File: config.mk
export PLATFORM = sky130hd
export DESIGN_NAME = pmcm_top
export DESIGN_NICKNAME = d
export VERILOG_FILES = /design/src/core/pmcm_pkg.sv /design/src/core/pmcm_clk_switch.sv /design/src/core/pmcm_top.sv
export VERILOG_INCLUDE_DIRS = /design/src /design/src/core
export SDC_FILE = /design/constraint.sdc
export NUM_CORES = 1
export LEC_CHECK = 0
export ABC_CLOCK_PERIOD_IN_PS = 3600
export BUFFER_PORTS_ARGS = -buffer_cell sky130_fd_sc_hd__buf_2
export CELL_PAD_IN_SITES_DETAIL_PLACEMENT = 1
export CELL_PAD_IN_SITES_GLOBAL_PLACEMENT = 1
export CORE_MARGIN = 2
export CORE_UTILIZATION = 46
export CTS_CLUSTER_DIAMETER = 80
export DETAILED_ROUTE_END_ITERATION = 10
export GPL_TIMING_DRIVEN = 0
export PLACE_DENSITY = 0.89
export SYNTH_ARGS = -nofsm -noshare
export SYNTH_HDL_FRONTEND = slang
export SYNTH_SLANG_ARGS = --single-unit
File: constraint.sdc
create_clock -name sys_clk -period 3.6 [get_ports sys_clk]
set_clock_uncertainty 0.05 [all_clocks]
set_input_delay 0.36 -clock sys_clk [delete_from_list [all_inputs] [get_ports sys_clk]]
set_output_delay 0.36 -clock sys_clk [all_outputs]
set_load 0.02 [all_outputs]
File: src/core/pmcm_consts.svh
// Constants for the power mode clock manager: field positions, reset values, timing.
`ifndef PMCM_CONSTS_SVH
`define PMCM_CONSTS_SVH
`define PMCM_CTRL_PSM 0
`define PMCM_CTRL_DHF 1
`define PMCM_CTRL_IDLE 2
`define PMCM_CTRL_HALT 3
`define PMCM_CTRL_WB 5
`define PMCM_CTRL_RST 8'h00
`define PMCM_CLK_HZ 50000000
`define PMCM_SLOW_DIV 16'h05f5
`endif

File: src/core/pmcm_pkg.sv
// Types shared by the power mode clock manager files.
package pmcm_pkg;
   typedef enum logic [1:0] {
      PMCM_ACTIVE = 2'b00,
      PMCM_SAVE = 2'b01,
      PMCM_IDLE = 2'b11,
      PMCM_HALT = 2'b10
   } pmcm_mode_t;
   typedef struct packed {
      logic wr;
      logic power_save_request;
      logic fast_oscillator_disable;
      logic idle;
      logic halt;
      logic wb;
   } pmcm_ctrl_t;
   typedef struct packed {
      logic main_en;
      logic slow_en;
      logic tw_en;
      logic cpu_run;
      logic fast_osc_on;
   } pmcm_gate_t;
endpackage : pmcm_pkg

File: src/core/pmcm_clk_switch.sv
// Glitch-free handover between main-rate and slow-rate clock enables.
`timescale 1ns/1ps
module pmcm_clk_switch (
   input wire logic sys_clk, // System clock.
   input wire logic resetn, // Asynchronous reset, active low.
   input wire logic want_slow, // Request to run modules at slow rate.
   input wire logic slow_tick, // Slow clock enable pulse.
   input wire logic gate_off, // Stop the module clock entirely.
   output logic main_en, // Module clock enable at main rate.
   output logic slow_en // Module clock enable at slow rate.
);
   logic main_q, main_d; // Main source released.
   logic slow_q, slow_d; // Slow source released.

   // The old source is dropped first; the new one is released only on a slow tick
   // after the other is confirmed off, so no truncated pulse reaches a module.
   always_comb begin
      main_d = main_q;
      slow_d = slow_q;
      if (gate_off || want_slow) begin
         main_d = 1'b0;
      end
      if (gate_off || !want_slow) begin
         slow_d = 1'b0;
      end
      if (!gate_off && want_slow && !main_q && slow_tick) begin
         slow_d = 1'b1;
      end
      if (!gate_off && !want_slow && !slow_q && slow_tick) begin
         main_d = 1'b1;
      end
   end

   // Registers only.
   always_ff @(posedge sys_clk or negedge resetn) begin
      if (!resetn) begin
         main_q <= 1'b1;
         slow_q <= 1'b0;
      end else begin
         main_q <= main_d;
         slow_q <= slow_d;
      end
   end

   assign main_en = main_q;
   assign slow_en = slow_q & slow_tick;

   a_never_both: assert property (@(posedge sys_clk) disable iff (!resetn)
      !(main_q && slow_q)) else $error("both clock sources released");
endmodule : pmcm_clk_switch

File: src/core/pmcm_top.sv
// Power mode clock manager: mode state machine, clock enables and wake-up handling.
`timescale 1ns/1ps
`include "pmcm_consts.svh"
// Overview of operation
// - Reset enters Active, modules on main clock.
// - Wait instruction stalls CPU until interrupt.
// - Power Save runs all modules from slow clock.
// - Save without wait: CPU runs slow; else idles.
// - Fast oscillator off only with crystal slow clock, or in Halt.
// - Idle stops all but mode and timing units.
// - Halt gates every clock, stops fast oscillator.
// - Slow oscillator runs; halt stops slow clock.
// - Timing unit on slow clock except in Halt.
// - Real-time modules use slow rate in Save.
// - Wake-up clears all requests, returns Active.
// - Enter Active only when fast clock stable.
// - Leave for Save/Idle only when slow stable.
// - Deferred entry waits for wait instruction.
module pmcm_top (
   input wire logic sys_clk, // Fast main clock, 50 MHz.
   input wire logic resetn, // Asynchronous reset, active low.
   input pmcm_pkg::pmcm_ctrl_t ctrl, // Software write of the control bits.
   input wire logic wait_exec, // One-cycle pulse: CPU executes the wait instruction.
   input wire logic irq_pending, // Interrupt pending toward the CPU.
   input wire logic wake_event, // Hardware wake-up event, from a pin domain.
   input wire logic fast_clock_stable_in, // Fast oscillator stable, from a pin.
   input wire logic slow_clock_stable_in, // Slow clock stable, from a pin.
   input wire logic slow_from_crystal, // Slow clock comes from its own crystal.
   output logic [7:0] power_mode_control_status, // Readback of control and status.
   output pmcm_pkg::pmcm_mode_t mode, // Current operating mode.
   output pmcm_pkg::pmcm_gate_t gates, // Clock enables and oscillator control.
   output logic slow_system_clock // Slow clock enable pulse, silent in Halt.
);
   import pmcm_pkg::*;

   // Synchronisers for pin-domain inputs.
   logic [1:0] wake_s_q, fs_s_q, ss_s_q; // Two-stage synchronisers.
   logic wake_s, fast_ok, slow_ok; // Synchronised levels.

   // Control bits.
   logic psm_q, psm_d; // Power save request.
   logic dhf_q, dhf_d; // Fast oscillator disable.
   logic idle_q, idle_d; // Idle request.
   logic halt_q, halt_d; // Halt request.
   logic wb_q, wb_d; // Deferred entry control.
   logic wait_q, wait_d; // Wait instruction seen, held until the mode changes or a wake-up.
   logic stall_q, stall_d; // CPU stalled by wait.
   pmcm_mode_t mode_q, mode_d; // Mode state.

   // Slow tick divider.
   logic [15:0] div_q, div_d; // Divider count.
   logic tick; // Raw slow tick, always running with the oscillator.

   // Gate-level outputs of the clock switch.
   logic main_en, slow_en; // Module clock enables.

   // Register the pin inputs twice before any use.
   always_ff @(posedge sys_clk or negedge resetn) begin
      if (!resetn) begin
         wake_s_q <= 2'b00;
         fs_s_q <= 2'b00;
         ss_s_q <= 2'b00;
      end else begin
         wake_s_q <= {wake_s_q[0], wake_event};
         fs_s_q <= {fs_s_q[0], fast_clock_stable_in};
         ss_s_q <= {ss_s_q[0], slow_clock_stable_in};
      end
   end
   assign wake_s = wake_s_q[1];
   assign fast_ok = fs_s_q[1];
   assign slow_ok = ss_s_q[1];

   // Divider for the slow oscillator rate; the oscillator itself never stops.
   always_comb begin
      div_d = div_q + 16'h0001;
      if (div_q == `PMCM_SLOW_DIV) begin
         div_d = 16'h0000;
      end
   end
   assign tick = (div_q == `PMCM_SLOW_DIV);

   // Internal slow system clock is silent while halted.
   assign slow_system_clock = tick && (mode_q != PMCM_HALT);

   // Next control bits: software writes, then wake-up clears win over writes.
   always_comb begin
      psm_d = psm_q;
      dhf_d = dhf_q;
      idle_d = idle_q;
      halt_d = halt_q;
      wb_d = wb_q;
      wait_d = wait_q;
      stall_d = stall_q;
      if (ctrl.wr) begin
         dhf_d = ctrl.fast_oscillator_disable && slow_from_crystal;
         idle_d = ctrl.idle;
         halt_d = ctrl.halt;
         wb_d = ctrl.wb;
         // Deferred entry shows the bit at once; immediate entry shows it on arrival.
         psm_d = ctrl.power_save_request && (ctrl.wb || mode_q != PMCM_ACTIVE);
      end
      if (mode_d == PMCM_SAVE && mode_q == PMCM_ACTIVE) begin
         psm_d = 1'b1;
      end
      if (wait_exec) begin
         wait_d = 1'b1;
         stall_d = 1'b1;
      end
      if (irq_pending) begin
         stall_d = 1'b0;
      end
      if (mode_q != mode_d) begin
         wait_d = 1'b0;
      end
      if (wake_s) begin
         psm_d = 1'b0;
         dhf_d = 1'b0;
         idle_d = 1'b0;
         halt_d = 1'b0;
         wait_d = 1'b0;
      end
   end

   // Immediate entry request held until the switch completes.
   logic pend_q, pend_d; // Immediate power save pending.
   always_comb begin
      pend_d = pend_q;
      if (ctrl.wr && ctrl.power_save_request && !ctrl.wb && mode_q == PMCM_ACTIVE) begin
         pend_d = 1'b1;
      end
      if (mode_q == PMCM_SAVE || wake_s || (ctrl.wr && !ctrl.power_save_request)) begin
         pend_d = 1'b0;
      end
   end

   // Mode state machine. Halt leaves on the wake event directly without waiting
   // for a slow tick; elsewhere steps take effect on slow ticks.
   always_comb begin
      mode_d = mode_q;
      unique case (mode_q)
         PMCM_ACTIVE: begin
            if (tick && wait_q && wb_q && halt_q) begin
               mode_d = PMCM_HALT;
            end else if (tick && slow_ok && wait_q && wb_q && idle_q) begin
               mode_d = PMCM_IDLE;
            end else if (tick && slow_ok && pend_q) begin
               mode_d = PMCM_SAVE;
            end else if (tick && slow_ok && wait_q && wb_q && psm_q) begin
               mode_d = PMCM_SAVE;
            end
         end
         PMCM_SAVE: begin
            if (tick && !psm_q && fast_ok) begin
               mode_d = PMCM_ACTIVE;
            end else if (tick && wait_q && halt_q) begin
               mode_d = PMCM_HALT;
            end else if (tick && wait_q && idle_q) begin
               mode_d = PMCM_IDLE;
            end
         end
         PMCM_IDLE: begin
            if (tick && !idle_q && fast_ok) begin
               mode_d = PMCM_ACTIVE;
            end else if (tick && wait_q && halt_q) begin
               mode_d = PMCM_HALT;
            end
         end
         PMCM_HALT: begin
            if (!halt_q && fast_ok) begin
               mode_d = PMCM_ACTIVE;
            end
         end
      endcase
   end

   // Register all control state; reset lands in Active.
   always_ff @(posedge sys_clk or negedge resetn) begin
      if (!resetn) begin
         mode_q <= PMCM_ACTIVE;
         psm_q <= 1'b0;
         dhf_q <= 1'b0;
         idle_q <= 1'b0;
         halt_q <= 1'b0;
         wb_q <= 1'b0;
         wait_q <= 1'b0;
         stall_q <= 1'b0;
         pend_q <= 1'b0;
         div_q <= 16'h0000;
      end else begin
         mode_q <= mode_d;
         psm_q <= psm_d;
         dhf_q <= dhf_d;
         idle_q <= idle_d;
         halt_q <= halt_d;
         wb_q <= wb_d;
         wait_q <= wait_d;
         stall_q <= stall_d;
         pend_q <= pend_d;
         div_q <= div_d;
      end
   end

   // Clock source switch; Save uses slow rate for every module including
   // baud generators, converters and timers, which software must rescale.
   // The switch follows the next mode so that its enables drop on the same
   // edge as the mode changes; otherwise one stray main cycle would leak.
   pmcm_clk_switch u_switch (
      .sys_clk(sys_clk),
      .resetn(resetn),
      .want_slow(mode_d == PMCM_SAVE),
      .slow_tick(tick),
      .gate_off(mode_d == PMCM_IDLE || mode_d == PMCM_HALT),
      .main_en(main_en),
      .slow_en(slow_en)
   );

   // Output gates. Stall blocks CPU only; clocks of the mode keep running.
   always_comb begin
      gates.main_en = main_en;
      gates.slow_en = slow_en;
      gates.tw_en = slow_system_clock;
      gates.cpu_run = (main_en || slow_en) && !stall_q;
      gates.fast_osc_on = (mode_q == PMCM_ACTIVE) ||
         ((mode_q == PMCM_SAVE || mode_q == PMCM_IDLE) && !dhf_q);
   end

   assign mode = mode_q;
   assign power_mode_control_status = {slow_ok, fast_ok, wb_q, 1'b0,
      halt_q, idle_q, dhf_q, psm_q};

   a_halt_silent: assert property (@(posedge sys_clk) disable iff (!resetn)
      mode_q == PMCM_HALT |-> !gates.tw_en && !gates.fast_osc_on && !gates.main_en
      && !gates.slow_en) else $error("clock active in halt");
   a_idle_gated: assert property (@(posedge sys_clk) disable iff (!resetn)
      mode_q == PMCM_IDLE |-> !gates.main_en && !gates.slow_en
      && (gates.tw_en == tick)) else $error("idle gating wrong");
   a_wake_clears: assert property (@(posedge sys_clk) disable iff (!resetn)
      wake_s |=> !psm_q && !idle_q && !halt_q && !dhf_q) else $error("wake kept");
   a_active_fast: assert property (@(posedge sys_clk) disable iff (!resetn)
      mode_q != PMCM_ACTIVE ##1 mode_q == PMCM_ACTIVE |-> $past(fast_ok))
      else $error("active without fast clock");
   a_leave_slow: assert property (@(posedge sys_clk) disable iff (!resetn)
      $past(mode_q) == PMCM_ACTIVE && (mode_q == PMCM_SAVE || mode_q == PMCM_IDLE)
      |-> $past(slow_ok)) else $error("left active without slow clock");
   a_defer_hold: assert property (@(posedge sys_clk) disable iff (!resetn)
      mode_q == PMCM_ACTIVE && wb_q && !wait_q && !pend_q |=> mode_q != PMCM_SAVE)
      else $error("deferred entry too early");
   a_dhf_crystal: assert property (@(posedge sys_clk) disable iff (!resetn)
      ctrl.wr && ctrl.fast_oscillator_disable && !slow_from_crystal && !wake_s |=> !dhf_q)
      else $error("oscillator disabled without crystal");
   a_stall_wait: assert property (@(posedge sys_clk) disable iff (!resetn)
      wait_exec && !irq_pending |=> !gates.cpu_run [*2])
      else $error("cpu ran during wait");
   a_save_slow: assert property (@(posedge sys_clk) disable iff (!resetn)
      mode_q == PMCM_SAVE |-> !gates.main_en) else $error("main clock in save");
   c_enter_save: cover property (@(posedge sys_clk) mode_q == PMCM_SAVE);
   c_enter_idle: cover property (@(posedge sys_clk) mode_q == PMCM_IDLE);
   c_enter_halt: cover property (@(posedge sys_clk) mode_q == PMCM_HALT);
   c_wake_back: cover property (@(posedge sys_clk)
      mode_q == PMCM_HALT ##[1:20] mode_q == PMCM_ACTIVE);
endmodule : pmcm_top

==> impl_results.md, run 1 <==
- Crit path max fanout: 9
- Prevailing post-synth register cell: dfrtp_1
- Clock Pin Slew Worst Setup and Hold Paths: 0.07 ns
- Worst r2r src: div_q[12]
- Clock Tree Buf Depth: 2
- CTS tree: done
- Static Leakage: 0.950 nW
- Crit share post-route: 75.8%
- Synth top area cells: dfrtp_1 (48%), buf_4 (4.8%), nor2_1 (4.4%)
- Setup Total Neg Slack: 0 ns
- Mapped Cells: 167
- Req. time, crit path: 3.19 ns
- VDD IR max: 308 uV
- Slowest CP cell: or4b_4
- Critical Path End Type: output pin
- Met3 WL: 154 um
- Num ports: 30
- RSZ-0062 raised after global routing: no
- Count leader, synth: dfrtp_1
- First-pass GRT wire length: 6810 um
- Worst skew pair latency: 0.29 ns
- Num rows: 22
- Starting Density: 47.4%
- Dpl hpwl: 3000 um
- Non-Filler Instances: 250
- Die area: 0.00425 mm^2
- Crit Path Category: reg -> out
- Final Wtd Congestion: 0.780
- Power Total: 0.747 mW
- I/O Buffers: 27
- WL final: 4030 um
- 1st-iter DRT viols: 55
- Synth-to-Final Area Change: 16.6%
- Slew HR: 49.8%
- Critical path cell sequence: or4b_4, nor4_4, nor2b_1, buf_4, buf_2
- Ratio of cells with drive above 1 in the final layout: 29.7%
- Post-Syn Nets: 183
- R2R setup slack: 1.24 ns
- Top Layer Used: met4
- PostCTS Resize Cnt: 0
- Crit path launch type: flop
- Wl on met1: 1620 um
- Worst r2r dst: u_switch.slow_q
- Core ar.: 0.00363 mm^2
- Synth Cell Area: 0.00172 mm^2
- Placed Instance Area: 0.00192 mm^2
- Pins Over Slew Limit: 0
- Dpl cells: 242
- Worst-margin pin slew: 0.753 ns
- Leading area contributor after synthesis: dfrtp_1
- Distinct cells, synth: 46
- Synth warnings: 0
- Commonest cells in the netlist: dfrtp_1 (33), nor2_1 (20), buf_4 (11)
- Routed len/inst: 16.1 um
- DR pass1 iterations: 4
- Antenna Cells: 0
- Root Driver: clkbuf_8
- H-Tree Level Count: 2
- Share of the synthesized area in the top cell type: 48.0%
- Die Width: 65.2 um
- Worst Reg-to-Reg Cells: 6
- PwrDens: 372 mW/mm^2
- Final hold vios: 0
- Total GRT Usage: 21.5%
- Met2 WL: 2150 um
- Largest net degree at the start of global routing: 35
- Final worst slack: 0.870 ns
- Hold_buf cts: 0
- Final setup vio count: 0
- Setup bufs post-CTS: 0
- Die Height: 65.2 um
- Vias in the first global route: 1444
- Status: finished, final reports clean
- Nets: 217
- Post-route ant nets: 0
- Pre-CTS setup slack: 1.13 ns
- Routed vias: 1364
- HP Class: in -> async
- Design Area, Final: 0.00201 mm^2
- Layout filler cell count: 422
- DRC viols: 0
- Syn_area_per_cell: 10.3 um^2
- CTS buffer count: 5
- Max cap viols: 0
- EDFF count, synth: 0
- Grt ovf: 0
- Highest clock rate: 366 MHz
- Worst path max stage delay: 0.59 ns
- CTS Sinks: 34
- Routed vias/inst: 5.46
- Arr. time, crit path: 2.32 ns
- Tmin final: 2.73 ns
- Yosys reg bits: 34
- FFs w/ async S/R, synth: 100%
- FF/Latch Area: 852 um^2
- Area occupied by multi-input gates: 741 um^2
- Antenna violations before repair: 0
- Seq/Total Area, Yosys: 49.5%
==> critical path, delay by kind of cell, from the launching register on <==
kind	cells	cell delay, ns
DFF	1	0.42
buffers and inverters	2	0.27
and+or+nand+nor	3	1.34
==> power breakdown <==
group / leakage [nW] / internal, mW / switching, mW
registers: 0.435 / 0.391 / 0.0109
logic: 0.466 / 0.0226 / 0.0277
clock network: 0.0482 / 0.154 / 0.141
total: 0.950 / 0.568 / 0.179
==> logic make-up (layout without fill, tap and decap cells) <==
family | after synthesis | after routing | share of synthesized area (%)
compound gates | 34 | 34 | 14.2
xor+xnor | 10 | 10 | 5.09
fa+ha+maj | 2 | 2 | 1.45
buf+inv | 23 | 58 | 7.49
flops | 34 | 34 | 49.5
mux | 4 | 4 | 2.40
other cells | 1 | 1 | 0.218
simple gates | 59 | 59 | 19.6
==> state kept, by name, summed over array words and instances, names as in the netlist, 2 cells and up <==
register and flops:
ss_s_q 2, div_q 16, fs_s_q 2, wake_s_q 2, mode 2
==> layout by cell type (no fill, tap or decap), types with 2 or more instances in the layout <==
| cell | count |
|---|---|
| a31oi_1 | 2 |
| buf_2 | 28 |
| xnor2_1 | 7 |
| a21oi_1 | 10 |
| nand4_1 | 3 |
| nand2_1 | 6 |
| o21ai_0 | 9 |
| mux2i_1 | 3 |
| nand3_1 | 8 |
| o21a_1 | 2 |
| clkbuf_1 | 3 |
| ha_1 | 2 |
| xor2_1 | 3 |
| clkbuf_8 | 6 |
| inv_1 | 9 |
| nor2b_1 | 4 |
| dfrtp_1 | 33 |
| buf_4 | 11 |
| or3_1 | 4 |
| nand2b_1 | 2 |
| nor2_1 | 20 |
==> routing by layer <==
metal  vias to the layer above  GRT usage (%)
met1                       679           24.2
met2                        37           37.9
met4                         0           11.5
met5                         -              0
met3                        13           4.79
li1                        635              -
==> per-stage QoR <==
step | hold slack [ns] | util [%]
global placement | 0.284 | 52.8
finish | 0.0825 | 55.3
global route | 0.116 | 55.3
detailed placement | 0.296 | 52.8
CTS | 0.114 | 55.3
floorplan | 0.0144 | -
==> layout make-up <==
type | count | share of cell area (%)
Multi-Input combinational cell | 110 | 36.9
Inverter | 9 | 1.68
Clock buffer | 7 | 4.30
Tap cell | 48 | 2.99
Sequential cell | 34 | 42.4
Clock inverter | 1 | 0.249
Timing Repair Buffer | 27 | 6.73
Buffer | 14 | 4.74
==> worst max-delay path by stage <==
| stage | depth (start not counted) | to | slack, ns | from |
|---|---|---|---|---|
| 2_1_floorplan | 4 | gates[2] | 1.18 | div_q[12] |
| 3_3_place_gp | 6 | gates[1] | 1.23 | div_q[12] |
| 3_5_place_dp | 5 | gates[2] | 1.13 | div_q[12] |
| 4_1_cts | 5 | gates[2] | 0.82 | div_q[12] |
| 5_1_grt | 6 | gates[1] | 0.70 | div_q[12] |
| 6_report | 5 | gates[2] | 0.87 | div_q[12] |
No activity file was read; power rests on OpenSTA's default activity.
==> run 2, diff against run 1 <==
--- a/config.mk
+++ b/config.mk
@@ -6,16 +6,16 @@
 export SDC_FILE = /design/constraint.sdc
 export NUM_CORES = 1
 export LEC_CHECK = 0
-export ABC_CLOCK_PERIOD_IN_PS = 3600
+export ABC_CLOCK_PERIOD_IN_PS = 2400
 export BUFFER_PORTS_ARGS = -buffer_cell sky130_fd_sc_hd__buf_2
 export CELL_PAD_IN_SITES_DETAIL_PLACEMENT = 1
 export CELL_PAD_IN_SITES_GLOBAL_PLACEMENT = 1
 export CORE_MARGIN = 2
-export CORE_UTILIZATION = 46
+export CORE_UTILIZATION = 38
 export CTS_CLUSTER_DIAMETER = 80
 export DETAILED_ROUTE_END_ITERATION = 10
 export GPL_TIMING_DRIVEN = 0
-export PLACE_DENSITY = 0.89
+export PLACE_DENSITY = 0.79
 export SYNTH_ARGS = -nofsm -noshare
 export SYNTH_HDL_FRONTEND = slang
 export SYNTH_SLANG_ARGS = --single-unit
==> constraint.sdc (replaced) <==
create_clock -name sys_clk -period 2.4 [get_ports sys_clk]
set_clock_uncertainty 0.05 [all_clocks]
set_input_delay 0.24 -clock sys_clk [delete_from_list [all_inputs] [get_ports sys_clk]]
set_output_delay 0.24 -clock sys_clk [all_outputs]
set_load 0.02 [all_outputs]
==> impl_results.md, run 2 (synthesis results as in run 1) <==
- Pre-CTS setup slack: 0.0769 ns (-1.06 ns)
- DR pass1 iterations: 4 (unchanged)
- Core ar.: 0.00435 mm^2 (+20%)
- Vias in the first global route: 1406 (-2.6%)
- Final worst slack: 0.00582 ns (-0.865 ns)
- Max cap viols: 0 (unchanged)
- Crit share post-route: 99.8%
- Worst skew pair latency: 0.28 ns (about the same)
- Failing checks: hold timing
- Starting Density: 39.5% (-7.8 points)
- Worst Reg-to-Reg Cells: 7 (+1)
- Synth-to-Final Area Change: 25.9%
- Final setup vio count: 0 (unchanged)
- Worst r2r src: div_q[12]
- Worst-margin pin slew: 0.766 ns (+0.0132 ns)
- Num ports: 30 (unchanged)
- Finished Core Util: 49.8% (-5.5 points)
- CTS tree: done
- Commonest non-fill, non-tap cells in the layout: dfrtp_1 (33), buf_2 (25), buf_4 (19)
- Nets: 226 (+4.1%)
- HP Class: in -> async
- Crit path launch type: flop
- Root Driver: clkbuf_8
- Clock Tree Buf Depth: 2 (unchanged)
- Static Leakage: 1.02 nW (+7.7%)
- CTS buffer count: 5 (unchanged)
- Status: finished with violations
- Hold Slack: -0.0197 ns (-0.102 ns)
- I/O Buffers: 27 (unchanged)
- Die Height: 71.3 um (+9.4%)
- Die Width: 71.3 um (+9.4%)
- Pins Over Slew Limit: 0 (unchanged)
- Num rows: 24 (+9.1%)
- RSZ-0062 raised after global routing: yes
- Total GRT Usage: 16.2% (-5.3 points)
- Most common cell after layout, fill and taps aside: dfrtp_1
- VDD IR max: 441 uV (+43%)
- Routed vias/inst: 5.23 (-4.2%)
- Grt ovf: 0 (unchanged)
- Req. time, crit path: 2.11 ns (-1.08 ns)
- First-pass GRT wire length: 6580 um (-3.5%)
- Largest net degree at the start of global routing: 35 (unchanged)
- Dpl hpwl: 2650 um (-12%)
- Critical Path End Type: output pin
- H-Tree Level Count: 2 (unchanged)
- Crit Path Category: reg -> out
- WL final: 3840 um (-4.7%)
- Crit path max fanout: 3 (-6)
- CTS Sinks: 34 (unchanged)
- 1st-iter DRT viols: 48 (-13%)
- Slew HR: 48.9% (-0.88 points)
- Post-route ant nets: 0 (unchanged)
- Final Wtd Congestion: 0.773 (-0.88%)
- Antenna Cells: 0 (unchanged)
- DRC viols: 0 (unchanged)
- Ratio of cells with drive above 1 in the final layout: 35.1% (+5.4 points)
- Clock Pin Slew Worst Setup and Hold Paths: 0.07 ns (about the same)
- R2R setup slack: 0.09 ns (-1.15 ns)
- Arr. time, crit path: 2.10 ns (-0.22 ns)
- Max FFs per register: 16 (unchanged)
- PwrDens: 603 mW/mm^2 (+62%)
- Tmin final: 2.39 ns
- Final hold vios: 33 (+33)
- Routed len/inst: 14.6 um (-9.4%)
- Antenna violations before repair: 0 (unchanged)
- Die area: 0.00509 mm^2 (+20%)
- Worst r2r dst: wait_q
- Highest clock rate: 418 MHz
- Routed vias: 1375 (+0.81%)
- Biggest register: div_q
## run 2: metrics by stage
step / instances / TNS [ns] / area, um^2 / power (mW)
after global placement: 246 / 0 / 1920 / 0.686
after global routing: 263 / -0.173 / 2170 / 1.36
after floorplan: 167 / 0 / 1720 / 0.651
final: 263 / 0 / 2170 / 1.31
after detailed placement: 246 / 0 / 1920 / 0.689
after CTS: 260 / 0 / 2110 / 1.33
## run 2: how the worst max path moves through the flow
stage	end	slack, ns	start
floorplan	gates[2]	0.1	div_q[12]
global placement	u_switch.slow_q	0.09	div_q[12]
detailed placement	u_switch.slow_q	0.08	div_q[1]
CTS	gates[1]	0.005	div_q[1]
global route	gates[1]	-0.1	div_q[12]
finish	gates[1]	0.006	div_q[12]
## run 2: power breakdown
part	internal, mW	total (mW)	switching (mW)
sequential	0.586	0.602	0.0163
combinational	0.0349	0.0757	0.0408
clock	0.416	0.630	0.213
total	1.04	1.31	0.271
## run 2: what timing repair did
item | in CTS | in global routing
buffers inserted | 5 | 3
hold buffers | 1 | 0
hold endpoints to repair | 1 | 0
pin swaps | 1 | 3
resized for setup | 2 | 12
endpoints found under the setup margin | 4 | 17
## run 2: layer usage
metal / global-route usage [%] / wire (um) / vias to the layer above / share of wire, %
li1: - / - / 649 / -
met1: 21.6 / 1700 / 697 / 44
met2: 27.3 / 1970 / 27 / 51
met3: 3.80 / 155 / 2 / 4.0
met4: 3.14 / 19 / 0 / 0.49
met5: 0 / 0 / - / 0
## run 2: final cells by class
class	instances	area, um^2
inverter	9	33.8
clock inverter	3	68.8
multi-input combinational	110	758
sequential	34	852
buffer	14	100
clock buffer	5	68.8
timing repair buffer	36	220
fill	516	2190
tap	52	65.1
## run 2: worst max-delay path: stages, from the launching register on
cell and delay (ns):
dfrtp_1 0.38, or4b_4 0.57, nor4_4 0.39, and2_4 0.22, nor2_2 0.03, nor2_1 0.08, buf_4 0.15
